<file path="src/verilog/dadc_pkg.sv">
// Shared constants and types for the dual converter output block.
// Assumes a single 100 MHz clock; all counts but HALF_CLKS derive from it here.
package dadc_pkg;
  // Clock
  localparam int CLK_MHZ       = 100;
  localparam int CLK_PERIOD_NS = 10;
  // Word formats
  localparam int WORD_W = 10;
  localparam int IN_W   = 12;
  localparam int NCH    = 2;
  localparam logic signed [IN_W-1:0] LIM_POS = 12'sh1FF;
  localparam logic signed [IN_W-1:0] LIM_NEG = 12'shE00;
  localparam logic [WORD_W-1:0] POS_FS = 10'h1FF;
  localparam logic [WORD_W-1:0] NEG_FS = 10'h200;
  // Sampling clock, latency in half periods
  localparam int MAX_MSPS        = 45;
  localparam int MIN_SAMPLE_CLKS = (CLK_MHZ + MAX_MSPS - 1) / MAX_MSPS;
  localparam int HALF_CLKS       = 2;
  localparam logic [1:0] HALF_LAST = 2'(HALF_CLKS - 1);
  localparam int LAT_HALVES_I = 5;
  localparam int LAT_HALVES_Q = 6;
  localparam int PIPE_D       = 7;
  // Output delay after a sampling clock edge
  localparam int OUT_DELAY_NS   = 16;
  localparam int OUT_DELAY_RAW  = OUT_DELAY_NS / CLK_PERIOD_NS;
  localparam int OUT_DELAY_CLKS = (OUT_DELAY_RAW < 1) ? 1 : OUT_DELAY_RAW;
  // Wake-up times
  localparam int WAIT_W        = 17;
  localparam int STANDBY_WAKE_NS   = 800;
  localparam int STANDBY_WAKE_CLKS = (STANDBY_WAKE_NS + CLK_PERIOD_NS - 1) / CLK_PERIOD_NS;
  localparam int DEEP_WAKE_NS  = 1000000;
  localparam int DEEP_WAKE_CLKS = DEEP_WAKE_NS / CLK_PERIOD_NS;
  // Register map, byte addresses
  localparam int ADDR_W = 4;
  localparam logic [ADDR_W-1:0] OFF_CTRL   = 4'h0;
  localparam logic [ADDR_W-1:0] OFF_STATUS = 4'h4;
  localparam logic [ADDR_W-1:0] OFF_DATA   = 4'h8;
  localparam int CTRL_CAPTURE_BIT = 0;
  localparam logic CTRL_CAPTURE_RST = 1'b1;
  localparam int STAT_SETTLED = 0;
  localparam int STAT_AWAKE   = 1;
  localparam int STAT_EMPTY   = 2;
  localparam int STAT_FULL    = 3;
  localparam int STAT_OVERRUN = 4;
  localparam int DATA_Q_LSB   = 16;
  localparam logic [1:0] RESP_OKAY   = 2'h0;
  localparam logic [1:0] RESP_SLVERR = 2'h2;
  // Capture buffer
  localparam int FIFO_W     = NCH * WORD_W;
  localparam int FIFO_DEPTH = 8;
  // Power state, Gray along off, wake, run
  typedef enum logic [1:0] {
    ST_OFF  = 2'h0,
    ST_WAKE = 2'h1,
    ST_RUN  = 2'h3
  } dadc_pwr_t;
endpackage

</file>
<file path="src/verilog/dadc_fifo_if.sv">
// Link between the converter core and its capture buffer.
// Assumes the core drives the fill side and the drain side's ready.
interface dadc_fifo_if #(
  parameter int WIDTH = 20
);
  logic             in_valid;
  logic             in_ready;
  logic [WIDTH-1:0] in_data;
  logic             out_valid;
  logic             out_ready;
  logic [WIDTH-1:0] out_data;
  modport core (output in_valid, in_data, out_ready, input in_ready, out_valid, out_data);
  modport fifo (input in_valid, in_data, out_ready, output in_ready, out_valid, out_data);
endinterface

</file>
<file path="src/verilog/dadc_fifo.sv">
// Flop-based FIFO holding converted word pairs.
// Assumes DEPTH is a power of two; push and pop share one clock.
module dadc_fifo #(
  parameter int WIDTH = 20,
  parameter int DEPTH = 8
)(
  // Clock, enable and reset
  input wire logic clk,
  input wire logic ce,
  input wire logic rst_b,
  // Both sides
  dadc_fifo_if.fifo port
);
  localparam int AW = $clog2(DEPTH);
  localparam logic [AW:0] FULL_CNT = (AW+1)'(DEPTH);

  logic [WIDTH-1:0] mem [DEPTH];
  logic [AW-1:0]    wr_ptr;
  logic [AW-1:0]    rd_ptr;
  logic [AW:0]      count;
  wire              push = port.in_valid && port.in_ready;
  wire              pop  = port.out_valid && port.out_ready;

  assign port.in_ready  = count != FULL_CNT;
  assign port.out_valid = count != '0;
  assign port.out_data  = mem[rd_ptr];

  // Data needs no reset; only pointers and count carry control state
  always_ff @(posedge clk)
  begin
    if (ce && push)
      mem[wr_ptr] <= port.in_data;
  end

  always_ff @(posedge clk or negedge rst_b)
  begin
    if (!rst_b)
    begin
      wr_ptr <= '0;
      rd_ptr <= '0;
      count  <= '0;
    end
    else if (ce)
    begin
      if (push)
        wr_ptr <= wr_ptr + 1'b1;
      if (pop)
        rd_ptr <= rd_ptr + 1'b1;
      count <= count + (AW+1)'(push) - (AW+1)'(pop);
    end
  end
endmodule

</file>
<file path="src/verilog/dadc_top.sv">
// Digital side of a dual 10-bit sampling converter with AXI4-Lite access.
// Assumes synchronous pins, one clock, and analog inputs given as signed
// codes where +-512 spans the reference with the range pin low.
// Behaviour
// - Both channels sampled together on falling edge
// - Ten-bit words, at most 45 MSPS
// - Parallel mode: both buses update after rise
// - Multiplexed: first on rise, second on fall
// - Parallel latency 2.5 sampling cycles
// - Multiplexed latency 2.5 and 3.0 cycles
// - One new result every sampling cycle
// - Convert only with both sleep pins low
// - Below negative limit gives negative full scale
// - Above positive limit gives positive full scale
// - Range pin doubles the input span
// - Mode pin low multiplexed, high parallel
// - Standby wake within 800 ns
// - Power-down wake within 1 ms
//
// The AXI4-Lite register port and the register offsets were chosen for this implementation.
module dadc_top
  import dadc_pkg::*;
#(
  parameter int DEEP_WAKE_CYCLES = DEEP_WAKE_CLKS
)(
  // Clock, enable and reset
  input  wire logic                   clk,
  input  wire logic                   ce,
  input  wire logic                   rst_b,
  // Converter inputs
  input  wire logic signed [IN_W-1:0] first_analog_in,
  input  wire logic signed [IN_W-1:0] second_analog_in,
  input  wire logic                   power_down_pin,
  input  wire logic                   standby_pin,
  input  wire logic                   output_mode_select,
  input  wire logic                   range_select_pin,
  // Converter outputs
  output logic                        sample_clock,
  output logic [WORD_W-1:0]           first_channel_output_bus,
  output logic [WORD_W-1:0]           second_channel_output_bus,
  output logic                        channel_select_strobe,
  output logic                        conversion_settled,
  // AXI4-Lite slave
  input  wire logic [ADDR_W-1:0]      s_axi_awaddr,
  input  wire logic                   s_axi_awvalid,
  output logic                        s_axi_awready,
  input  wire logic [31:0]            s_axi_wdata,
  input  wire logic [3:0]             s_axi_wstrb,
  input  wire logic                   s_axi_wvalid,
  output logic                        s_axi_wready,
  output logic [1:0]                  s_axi_bresp,
  output logic                        s_axi_bvalid,
  input  wire logic                   s_axi_bready,
  input  wire logic [ADDR_W-1:0]      s_axi_araddr,
  input  wire logic                   s_axi_arvalid,
  output logic                        s_axi_arready,
  output logic [31:0]                 s_axi_rdata,
  output logic [1:0]                  s_axi_rresp,
  output logic                        s_axi_rvalid,
  input  wire logic                   s_axi_rready
);
  localparam int LAT_I_CLKS = LAT_HALVES_I * HALF_CLKS + OUT_DELAY_CLKS + 1;
  localparam int LAT_Q_CLKS = LAT_HALVES_Q * HALF_CLKS + OUT_DELAY_CLKS + 1;
  localparam logic [WAIT_W-1:0] STANDBY_LAST = WAIT_W'(STANDBY_WAKE_CLKS - 1);
  localparam logic [WAIT_W-1:0] DEEP_LAST = WAIT_W'(DEEP_WAKE_CYCLES - 1);

  dadc_pwr_t               st;
  dadc_pwr_t               next_st;
  logic [WAIT_W-1:0]       wait_cnt;
  logic                    deep_sleep;
  logic [1:0]              half_cnt;
  logic [NCH*WORD_W-1:0]   pipe [PIPE_D];
  logic [OUT_DELAY_CLKS-1:0] ev_rise;
  logic [OUT_DELAY_CLKS-1:0] ev_fall;
  logic [WORD_W-1:0]       code [NCH];
  logic                    capture_en;
  logic                    overrun;
  logic [ADDR_W-1:0]       wr_addr;
  logic [31:0]             wr_data;
  logic [3:0]              wr_strb;

  dadc_fifo_if #(.WIDTH(FIFO_W)) ff_link ();

  dadc_fifo #(
    .WIDTH (FIFO_W),
    .DEPTH (FIFO_DEPTH)
  ) u_fifo (
    .clk   (clk),
    .ce    (ce),
    .rst_b (rst_b),
    .port  (ff_link.fifo)
  );

  // Per-channel range scaling and saturation
  wire signed [IN_W-1:0] ch_in [NCH];
  assign ch_in[0] = first_analog_in;
  assign ch_in[1] = second_analog_in;

  genvar g;
  generate
    for (g = 0; g < NCH; g++)
    begin : g_ch
      wire signed [IN_W-1:0] scaled = range_select_pin ? (ch_in[g] >>> 1) : ch_in[g];
      assign code[g] = (scaled > LIM_POS) ? POS_FS :
                       (scaled < LIM_NEG) ? NEG_FS : scaled[WORD_W-1:0];
    end
  endgenerate

  // Power sequencing
  wire sleep_req = power_down_pin || standby_pin;
  wire conv_on   = st != ST_OFF;
  wire [WAIT_W-1:0] wait_last = deep_sleep ? DEEP_LAST : STANDBY_LAST;

  always_comb
  begin
    next_st = st;
    case (st)
      ST_OFF:  if (!sleep_req) next_st = ST_WAKE;
      ST_WAKE:
      begin
        if (sleep_req)
          next_st = ST_OFF;
        else if (wait_cnt == wait_last)
          next_st = ST_RUN;
      end
      ST_RUN:  if (sleep_req) next_st = ST_OFF;
      default: next_st = ST_OFF;
    endcase
  end

  always_ff @(posedge clk or negedge rst_b)
  begin
    if (!rst_b)
      st <= ST_OFF;
    else if (ce)
      st <= next_st;
  end

  // Power-down is remembered so the longer wake applies
  always_ff @(posedge clk or negedge rst_b)
  begin
    if (!rst_b)
    begin
      deep_sleep <= 1'b1;
      wait_cnt   <= '0;
    end
    else if (ce)
    begin
      if (st == ST_OFF)
        deep_sleep <= deep_sleep || power_down_pin;
      else if (next_st == ST_RUN)
        deep_sleep <= 1'b0;
      wait_cnt <= (st == ST_WAKE) ? wait_cnt + 1'b1 : '0;
    end
  end

  // Sampling clock divider; frozen while asleep
  wire tick      = conv_on && (half_cnt == HALF_LAST);
  wire fall_tick = tick && sample_clock;
  wire rise_tick = tick && !sample_clock;

  always_ff @(posedge clk or negedge rst_b)
  begin
    if (!rst_b)
    begin
      half_cnt     <= 2'h0;
      sample_clock <= 1'b0;
    end
    else if (ce && conv_on)
    begin
      half_cnt <= tick ? 2'h0 : half_cnt + 2'h1;
      if (tick)
        sample_clock <= !sample_clock;
    end
  end

  // Half-period pipeline; entry k holds a sample k edges old
  generate
    for (g = 0; g < PIPE_D; g++)
    begin : g_pipe
      if (g == 0)
      begin : g_head
        always_ff @(posedge clk or negedge rst_b)
        begin
          if (!rst_b)
            pipe[g] <= '0;
          else if (ce && fall_tick)
            pipe[g] <= {code[1], code[0]};
        end
      end
      else
      begin : g_tail
        always_ff @(posedge clk or negedge rst_b)
        begin
          if (!rst_b)
            pipe[g] <= '0;
          else if (ce && tick)
            pipe[g] <= pipe[g-1];
        end
      end
    end
  endgenerate

  // Output delay line after each sampling edge; oldest bit drops off the top
  always_ff @(posedge clk or negedge rst_b)
  begin
    if (!rst_b)
    begin
      ev_rise <= '0;
      ev_fall <= '0;
    end
    else if (ce)
    begin
      ev_rise <= OUT_DELAY_CLKS'({ev_rise, rise_tick});
      ev_fall <= OUT_DELAY_CLKS'({ev_fall, fall_tick});
    end
  end

  wire rise_out = ev_rise[OUT_DELAY_CLKS-1];
  wire fall_out = ev_fall[OUT_DELAY_CLKS-1];
  wire parallel = output_mode_select;
  wire [WORD_W-1:0] word_i = pipe[LAT_HALVES_I][WORD_W-1:0];
  wire [WORD_W-1:0] word_q = pipe[LAT_HALVES_Q][2*WORD_W-1:WORD_W];

  // Output buses; limitation: delay must stay below a half period
  always_ff @(posedge clk or negedge rst_b)
  begin
    if (!rst_b)
    begin
      first_channel_output_bus  <= '0;
      second_channel_output_bus <= '0;
      channel_select_strobe     <= 1'b0;
    end
    else if (ce && rise_out)
    begin
      first_channel_output_bus  <= word_i;
      second_channel_output_bus <= parallel ? pipe[LAT_HALVES_I][2*WORD_W-1:WORD_W] : '0;
      channel_select_strobe     <= !parallel;
    end
    else if (ce && fall_out && !parallel)
    begin
      first_channel_output_bus <= word_q;
      channel_select_strobe    <= 1'b0;
    end
  end

  always_ff @(posedge clk or negedge rst_b)
  begin
    if (!rst_b)
      conversion_settled <= 1'b0;
    else if (ce)
      conversion_settled <= next_st == ST_RUN;
  end

  // Buffer fill; words from the wake interval are not kept
  wire push_try  = rise_out && conversion_settled && capture_en;
  wire push_drop = push_try && !ff_link.in_ready;
  assign ff_link.in_valid = push_try;
  assign ff_link.in_data  = pipe[LAT_HALVES_I];

  // AXI4-Lite write channel
  wire aw_take = s_axi_awvalid && s_axi_awready;
  wire w_take  = s_axi_wvalid && s_axi_wready;
  wire b_take  = s_axi_bvalid && s_axi_bready;
  wire wr_do   = !s_axi_awready && !s_axi_wready && !s_axi_bvalid;
  wire wr_ctrl = wr_do && wr_addr == OFF_CTRL && wr_strb[0];
  wire wr_stat = wr_do && wr_addr == OFF_STATUS && wr_strb[0];
  wire wr_map  = wr_addr == OFF_CTRL || wr_addr == OFF_STATUS || wr_addr == OFF_DATA;
  wire ovr_clr = wr_stat && wr_data[STAT_OVERRUN];

  always_ff @(posedge clk or negedge rst_b)
  begin
    if (!rst_b)
    begin
      s_axi_awready <= 1'b1;
      s_axi_wready  <= 1'b1;
      s_axi_bvalid  <= 1'b0;
      s_axi_bresp   <= RESP_OKAY;
      wr_addr       <= '0;
      wr_data       <= '0;
      wr_strb       <= '0;
    end
    else if (ce)
    begin
      if (aw_take)
        wr_addr <= s_axi_awaddr;
      if (w_take)
      begin
        wr_data <= s_axi_wdata;
        wr_strb <= s_axi_wstrb;
      end
      s_axi_awready <= b_take || (s_axi_awready && !aw_take);
      s_axi_wready  <= b_take || (s_axi_wready && !w_take);
      if (wr_do)
      begin
        s_axi_bvalid <= 1'b1;
        s_axi_bresp  <= wr_map ? RESP_OKAY : RESP_SLVERR;
      end
      else if (b_take)
        s_axi_bvalid <= 1'b0;
    end
  end

  // Control and sticky overrun; a new drop beats a clear
  always_ff @(posedge clk or negedge rst_b)
  begin
    if (!rst_b)
    begin
      capture_en <= CTRL_CAPTURE_RST;
      overrun    <= 1'b0;
    end
    else if (ce)
    begin
      if (wr_ctrl)
        capture_en <= wr_data[CTRL_CAPTURE_BIT];
      overrun <= push_drop || (overrun && !ovr_clr);
    end
  end

  // AXI4-Lite read channel; reading the data word pops the buffer
  wire ar_take = s_axi_arvalid && s_axi_arready;
  wire r_take  = s_axi_rvalid && s_axi_rready;
  wire rd_data_hit = s_axi_araddr == OFF_DATA;
  wire rd_map  = s_axi_araddr == OFF_CTRL || s_axi_araddr == OFF_STATUS || rd_data_hit;
  wire [31:0] stat_word = 32'(
    {overrun, !ff_link.in_ready, !ff_link.out_valid, conv_on, conversion_settled});
  wire [31:0] ctrl_word = 32'(capture_en);
  wire [31:0] data_word = ff_link.out_valid ?
    {6'h00, ff_link.out_data[2*WORD_W-1:WORD_W], 6'h00, ff_link.out_data[WORD_W-1:0]} : 32'h0;
  wire [31:0] rd_mux = (s_axi_araddr == OFF_CTRL)   ? ctrl_word :
                       (s_axi_araddr == OFF_STATUS) ? stat_word :
                       rd_data_hit                  ? data_word : 32'h0;
  assign ff_link.out_ready = ar_take && rd_data_hit;

  always_ff @(posedge clk or negedge rst_b)
  begin
    if (!rst_b)
    begin
      s_axi_arready <= 1'b1;
      s_axi_rvalid  <= 1'b0;
      s_axi_rdata   <= '0;
      s_axi_rresp   <= RESP_OKAY;
    end
    else if (ce)
    begin
      if (ar_take)
      begin
        s_axi_arready <= 1'b0;
        s_axi_rvalid  <= 1'b1;
        s_axi_rdata   <= rd_mux;
        s_axi_rresp   <= rd_map ? RESP_OKAY : RESP_SLVERR;
      end
      else if (r_take)
      begin
        s_axi_arready <= 1'b1;
        s_axi_rvalid  <= 1'b0;
      end
    end
  end

  // Checks; age counts cycles of unbroken conversion with ce high
  logic [3:0] age;
  always_ff @(posedge clk or negedge rst_b)
  begin
    if (!rst_b)
      age <= 4'h0;
    else
      age <= (!ce || !conv_on) ? 4'h0 : ((age == 4'hF) ? age : age + 4'h1);
  end
endmodule
</file>
<file path="config.mk">
export PLATFORM = sky130hd
export DESIGN_NAME = dadc_top
export DESIGN_NICKNAME = d
export VERILOG_FILES = /design/src/verilog/dadc_pkg.sv /design/src/verilog/dadc_fifo_if.sv /design/src/verilog/dadc_fifo.sv /design/src/verilog/dadc_top.sv
export SDC_FILE = /design/constraint.sdc
export NUM_CORES = 1
export LEC_CHECK = 0
export ABC_AREA = 1
export BUFFER_PORTS_ARGS = -buffer_cell sky130_fd_sc_hd__buf_2
export CORE_ASPECT_RATIO = 0.5
export CORE_UTILIZATION = 49
export DETAILED_ROUTE_END_ITERATION = 10
export PLACE_DENSITY = 0.68
export SETUP_SLACK_MARGIN = 0.5
export SLEW_MARGIN = 10
export SYNTH_ARGS = -nofsm -noshare
export SYNTH_HDL_FRONTEND = slang
export SYNTH_SLANG_ARGS = --single-unit
</file>
<file path="constraint.sdc">
create_clock -name clk -period 7.1 [get_ports clk]
set_input_delay 0.355 -clock clk [delete_from_list [all_inputs] [get_ports clk]]
set_output_delay 0.355 -clock clk [all_outputs]
set_load 0.005 [all_outputs]
</file>
==> results of run 1 <==
[layout make-up]
| class | count | area (sq um) |
|---|---|---|
| timing repair buffer | 114 | 641 |
| clock buffer | 51 | 1010 |
| sequential | 383 | 10400 |
| multi-input combinational | 1039 | 4740 |
| clock inverter | 13 | 158 |
| inverter | 127 | 478 |
| fill | 2767 | 13900 |
| tap | 432 | 541 |
[synth_stat cells, drive strengths merged]
library cell / count
fa: 1
ha: 9
o21ai: 163
o22ai: 3
or2: 2
o31ai: 2
clkbuf: 37
nor2: 151
mux2i: 9
nand4: 10
nand2: 506
o211ai: 26
dfstp: 5
a21boi: 1
a21oi: 28
xor2: 8
conb: 1
o21a: 2
mux2: 3
o21bai: 1
buf: 51
nand3b: 1
a22oi: 4
inv: 127
dfrtp: 218
a31oi: 12
nor3b: 1
edfxtp: 160
nor3: 14
nand3: 68
[registers in the layout, summed over array words and instances (netlist names), 2 cells and up]
signal,count
u_fifo.mem,160
pipe,110
ff_link.in_data,20
s_axi_rdata,20
wait_cnt,17
first_channel_output_bus,10
second_channel_output_bus,10
u_fifo.count,4
wr_addr,4
u_fifo.rd_ptr,3
u_fifo.wr_ptr,3
half_cnt,2
st,2
wr_data,2
[power by group]
part / total [W] / leakage [nW] / internal (W) / switching, W
Clock: 0.00191 / 0.575 / 0.00110 / 0.000809
Sequential: 0.00327 / 4.31 / 0.00289 / 0.000385
Combinational: 0.00129 / 3.28 / 0.000470 / 0.000817
[path summary, 6_finish.rpt]
| kind | to | cells after the start |
|---|---|---|
| worst max-delay path | u_fifo.mem[0][6]$_DFFE_PP_ | 6 |
| worst min-delay path | pipe[139]$_DFFE_PN0P_ | 3 |
| worst max register to register | u_fifo.mem[0][6]$_DFFE_PP_ | 6 |
| worst min register to register | pipe[63]$_DFFE_PN0P_ | 2 |
| max in group asynchronous | pipe[95]$_DFFE_PN0P_ | 3 |
| min in group asynchronous | s_axi_rdata[17]$_DFFE_PN0P_ | 2 |
[placed cells by master, fill, tap and decap left out, types with 14 or more instances in the layout]
| cell type | instances |
|---|---|
| inv_1 | 117 |
| a21oi_1 | 28 |
| clkbuf_16 | 36 |
| conb_1 | 14 |
| edfxtp_1 | 160 |
| buf_4 | 16 |
| buf_2 | 95 |
| dfrtp_1 | 217 |
| o211ai_1 | 26 |
| o21ai_0 | 117 |
| nand3_1 | 68 |
| o21ai_1 | 46 |
| nor2_1 | 142 |
| nand2_1 | 505 |
[worst min-delay path, cell delays in order]
cell and delay [ns]:
buf_2 0.10, nand2_1 0.07, nand2_1 0.06
[cell families after synthesis]
kind of cell	after synthesis
AOI/OAI and AO/OA	242
xor gates and xnor gates	8
adders and majority gates	10
buffers and inverters	215
DFF	383
muxes	12
other	1
and+or+nand+nor	753
[stage by stage]
| step | setup WS [ns] | std cells |
|---|---|---|
| final | 4.34 | 2159 |
| after global routing | 4.17 | 2159 |
| after CTS | 4.34 | 2159 |
| after detailed placement | 4.00 | 2094 |
| after global placement | 4.02 | 2094 |
| after floorplan | 4.21 | 1637 |
[layer usage]
metal	part of all wire, %	vias to the layer above	wire, microns	GRT usage (%)
li1	-	5471	-	-
met1	50	5024	16000	29.3
met2	44	218	14000	30.4
met3	4.5	45	1440	3.11
met4	1.7	0	531	4.80
met5	0	-	0	0
==> summary.txt, run 1 <==
status: completed
reg-to-reg startpoint: ev_rise$_DFFE_PN0P_
chip height: 130 microns
Final #Nets: 1790
Final Hold Slack: 0.0689 ns
final setup vio count: 0
starting density of the core: 50.1%
Die ar.: 33400 sq um
FF+latch count, synth: 383
post-cts sizing count: 0
Core ar.: 31900 sq um
Overall Global Routing Usage: 19.6%
slew margin rel.: 34.7%
clk buf depth: 3
Synth Area in Compound Gates: 8.29%
DPL Wire Length: 19000 microns
Power Density: 360 nW/um^2
io pins: 144
P_leak: 8.16 nW
vias per inst: 4.98
cell taking the most area after synthesis: dfrtp_1
Tightest Hold Check Type: in -> reg
adder-cell share of the synthesized area: 0.830%
Core Rows: 46
R2R Setup Slk: 4.34 ns
DR WL/cell: 14.8 microns
mux cell area share after synthesis: 0.775%
Worst Path Required: 7.32 ns
RSZ-0062 raised after global routing: false
via count: 10800
synthesized area: 16000 sq um
1st-iter DRT viols: 832
Pwr Total: 0.00647 W
main combinational cell family by area after synthesis: simple AND/OR/NAND/NOR gates
maxcap violations: 0
P&R area growth vs syn: 12.4%
setup TNS: 0 ns
number of diodes: 0
dpl cell area: 16800 sq um
clock tree from TritonCTS: yes
post-layout util: 56.3%
Crit. Startpoint: ev_rise$_DFFE_PN0P_
Seq/Total Area, Yosys: 65.0%
hold_sp: second_analog_in[11]
Synth cell types: 41
WL final: 31900 microns
Post-Synth Simple-Gate Area: 18.8%
Initial DRT Pass Iterations: 4
Pins Over Slew Limit: 0
yosys warns: 0
CTS buffer count: 35
Setup CP Type: reg -> reg
Final ANT Viol Nets: 0
CP endpoint kind: flip-flop
Max VDD drop: 135 uV
largest net degree at the start of global routing: 147
Synth Area per Inst: 9.84 sq um
die width: 257 microns
Mapped Cells: 1624
initial antenna violation count: 0
vias in the first global route: 9817
Final Hold Violating Endpoints: 0
worst path cell trace: nand3_1, nor2_1, nand2_1, or2_1, nor3_2, buf_4
WP buf/inv: 1
H-tree depth: 2
pin slew with the least headroom to its limit: 0.978 ns
layout cell share with drive strength beyond 1: 11.8%
I/O Buffers: 96
Worst-path clk slew: 0.07 ns
xor/xnor cell area share of the yosys netlist: 0.438%
post-cts hold buffer count: 1
crit-path max FO: 13
area share of the largest cell type after synthesis: 34.1%
most area-consuming cells after synthesis: dfrtp_1, edfxtp_1, nand2_1, o21ai_0, nor2_1
number of post-CTS setup repair buffers: 0
global route overflow: 0
Max Freq: 363 MHz
clock skew: 0.0255 ns
Clock Tree Root: clkbuf_16
global-route wire length before repair: 51900 microns
Placer Congestion: 0.815
post-route minimum period: 2.76 ns
Startpoint Class: flip-flop
Final Cycle Share: 38.8%
CP arrival: 2.97 ns
# DRC: 0
final non-filler cell area: 18000 sq um
CTS Sinks: 383
Clock Latency Late Sink: 0.54 ns
CP delay by family, top: simple AND/OR/NAND/NOR gates
slowest CP cell: nor3_2
slowest stage delay, CP: 0.70 ns
Power figures use the tool's default switching activity.
==> run 2: changes to the inputs <==
==> constraint.sdc (replaced) <==
create_clock -name clk -period 2.56 [get_ports clk]
set_input_delay 0.128 -clock clk [delete_from_list [all_inputs] [get_ports clk]]
set_output_delay 0.128 -clock clk [all_outputs]
set_load 0.005 [all_outputs]
==> run 2 against run 1 <==
Effect of this change:
- first-iteration DRC count fell by 2.4%
- routed wire length is 3.6% higher
- cell count increased by 2.9%
- combinational power rose to 2.9 times the previous value
- non-clock buffer count is 61 higher
- count of clock-buffer cells in the layout is 1 lower
- largest cell class unchanged
==> summary.txt, run 2 (synthesis results as in run 1) <==
status: completed
sw power: 0.00566 W (+180%)
# DRC: 0 (unchanged)
setup TNS: 0 ns (unchanged)
Worst-path clk slew: 0.06 ns (about the same)
maxcap violations: 0 (unchanged)
R2R Setup Slk: 0.44 ns (-3.90 ns)
Final ANT Viol Nets: 0 (unchanged)
global-route wire length before repair: 53500 microns (+3.1%)
clock tree from TritonCTS: yes
CTS buffer count: 36 (+2.9%)
Clock Tree Root: clkbuf_16
CP endpoint kind: flip-flop
most common cell after layout, fill and taps aside: nand2_1
Largest regs: u_fifo.mem x160, pipe x110
final setup vio count: 0 (unchanged)
die width: 257 microns (unchanged)
hold_sp: first_analog_in[0]
Final Cycle Share: 82.6% (+44 points)
most frequent cells in the layout: nand2_1, dfrtp_1, edfxtp_1, nor2_1, o21ai_0
P_leak: 8.53 nW (+4.5%)
clock skew: 0.0234 ns (-0.00209 ns)
Setup CP Type: reg -> reg
number of diodes: 0 (unchanged)
slew margin rel.: 51.6% (+17 points)
Core Rows: 46 (unchanged)
Worst Path Required: 3.00 ns (-4.32 ns)
clock power share: 29.7% (about the same)
dpl cell area: 17000 sq um (+1.2%)
Top reg by flops: u_fifo.mem
depth of the most critical reg-to-reg path: 12 (+6)
Max Freq: 473 MHz (+30%)
starting density of the core: 50.1% (unchanged)
Tightest Hold Check Type: in -> reg
final non-filler cell area: 18800 sq um (+4.4%)
Internal: 0.0127 W (+190%)
chip height: 130 microns (unchanged)
Startpoint Class: flip-flop
Core ar.: 31900 sq um (unchanged)
Overall Global Routing Usage: 20.2% (+0.52 points)
Comb pwr share: 20.6% (+0.7 points)
Crit. Startpoint: u_fifo.count[2]$_DFFE_PN0P_
vias per inst: 4.96 (-0.50%)
DR WL/cell: 14.9 microns (+0.74%)
initial antenna violation count: 0 (unchanged)
global route overflow: 0 (unchanged)
max reg flops: 160 (unchanged)
slowest CP cell: dfrtp_1
Initial DRT Pass Iterations: 5 (+1)
CP arrival: 2.56 ns (-0.41 ns)
slowest stage delay, CP: 0.37 ns (-0.33 ns)
layout cell share with drive strength beyond 1: 14.0% (+2.2 points)
WL final: 33100 microns (+3.6%)
worst r2r dst: u_fifo.count[2]$_DFFE_PN0P_
post-route minimum period: 2.12 ns (-0.641 ns)
io pins: 144 (unchanged)
Sw Ratio: 30.8% (-0.29 points)
CP dominant cell by count: inv_2
Fill cells: 2690 (-2.8%)
crit-path max FO: 3 (-10)
via count: 11000 (+2.4%)
Worst setup endpoint: u_fifo.count[2]$_DFFE_PN0P_
clk buf depth: 3 (unchanged)
Die ar.: 33400 sq um (unchanged)
Max VDD drop: 453 uV (+240%)
reg-to-reg startpoint: u_fifo.count[2]$_DFFE_PN0P_
CTS Sinks: 383 (unchanged)
Final Hold Violating Endpoints: 0 (unchanged)
Sequential Power Share: 49.7% (-0.9 points)
Clock Latency Late Sink: 0.53 ns (about the same)
RSZ-0062 raised after global routing: true
P&R area growth vs syn: 17.3%
Pins Over Slew Limit: 0 (unchanged)
DPL Wire Length: 20200 microns (+6.6%)
worst path cell trace: inv_2, ha_4, nand3_4, nand4_1, nor2_1, ha_2, inv_2, ha_4, inv_2, fa_2, xor2_1, o21ai_1
largest net degree at the start of global routing: 83 (-44%)
pin slew with the least headroom to its limit: 0.726 ns (-0.252 ns)
vias in the first global route: 10400 (+6.0%)
Final #Nets: 1852 (+3.5%)
Placer Congestion: 0.827 (+1.5%)
1st-iter DRT viols: 812 (-2.4%)
Power Density: 981 nW/um^2 (+170%)
I/O Buffers: 96 (unchanged)
H-tree depth: 2 (unchanged)
## run 2: power by group through the flow
stage                     Sequential [W]  Combinational [W]  Clock (W)
after floorplan                  0.00882            0.00265          0
after global placement           0.00917            0.00356          0
after detailed placement         0.00923            0.00367          0
after CTS                        0.00912            0.00380    0.00558
after global routing             0.00930            0.00440    0.00582
final                            0.00914            0.00379    0.00546
## run 2: per-stage QoR
step,util (%),hold slack (ns),worst slack [ns],cells,total power [W]
2_1_floorplan,-,-0.168,0.246,1637,0.0115
3_3_place_gp,53.3,0.159,0.393,2111,0.0127
3_5_place_dp,53.3,0.157,0.326,2111,0.0129
4_1_cts,58.3,0.00157,0.464,2215,0.0185
5_1_grt,58.8,0.0327,0.348,2221,0.0195
6_report,58.8,0.0223,0.445,2221,0.0184
## run 2: cell type report
type | instances | area [sq um] | area share [%]
inverter | 127 | 478 | 2.55
timing repair buffer | 175 | 1310 | 6.99
multi-input combinational | 1039 | 4810 | 25.7
sequential | 383 | 10400 | 55.4
tap | 432 | 541 | 2.88
clock buffer | 50 | 1060 | 5.68
clock inverter | 15 | 155 | 0.827
## run 2: what timing repair did
action | CTS | global route
hold buffers | 36 | 0
pin swaps | 4 | 4
cloned | 0 | 2
setup buffers | 3 | 4
endpoints found under the setup margin | 15 | 160
resized for setup | 2 | 24
hold endpoints to repair | 113 | 0
## run 2: critical path, delay by kind of cell, from the launching register on
family / cells / cell delay, ns
buffers and inverters: 3 / 0.17
XOR/XNOR: 1 / 0.14
AO/OA/AOI/OAI: 1 / 0.14
flip-flops: 1 / 0.37
adder cells (fa/ha/maj): 4 / 0.89
AND/OR/NAND/NOR: 3 / 0.31
## run 2: how the worst min path moves through the flow
stage	end	cells past startpoint
3_3_place_gp	u_fifo.rd_ptr[1]$_DFFE_PN0P_	1
5_1_grt	s_axi_rdata[4]$_DFFE_PN0P_	5
4_1_cts	ev_rise$_DFFE_PN0P_	4
6_report	pipe[120]$_DFFE_PN0P_	5
3_5_place_dp	u_fifo.rd_ptr[1]$_DFFE_PN0P_	1
2_1_floorplan	channel_select_strobe$_DFFE_PN0P_	0
## run 2: routing by layer
| metal | track usage [%] | vias to the layer above | wire length [microns] |
|---|---|---|---|
| met5 | 0 | - | 0 |
| met4 | 5.71 | 0 | 682 |
| met3 | 2.99 | 50 | 1430 |
| met2 | 31.7 | 208 | 14700 |
| met1 | 29.6 | 5161 | 16300 |
| li1 | - | 5593 | - |
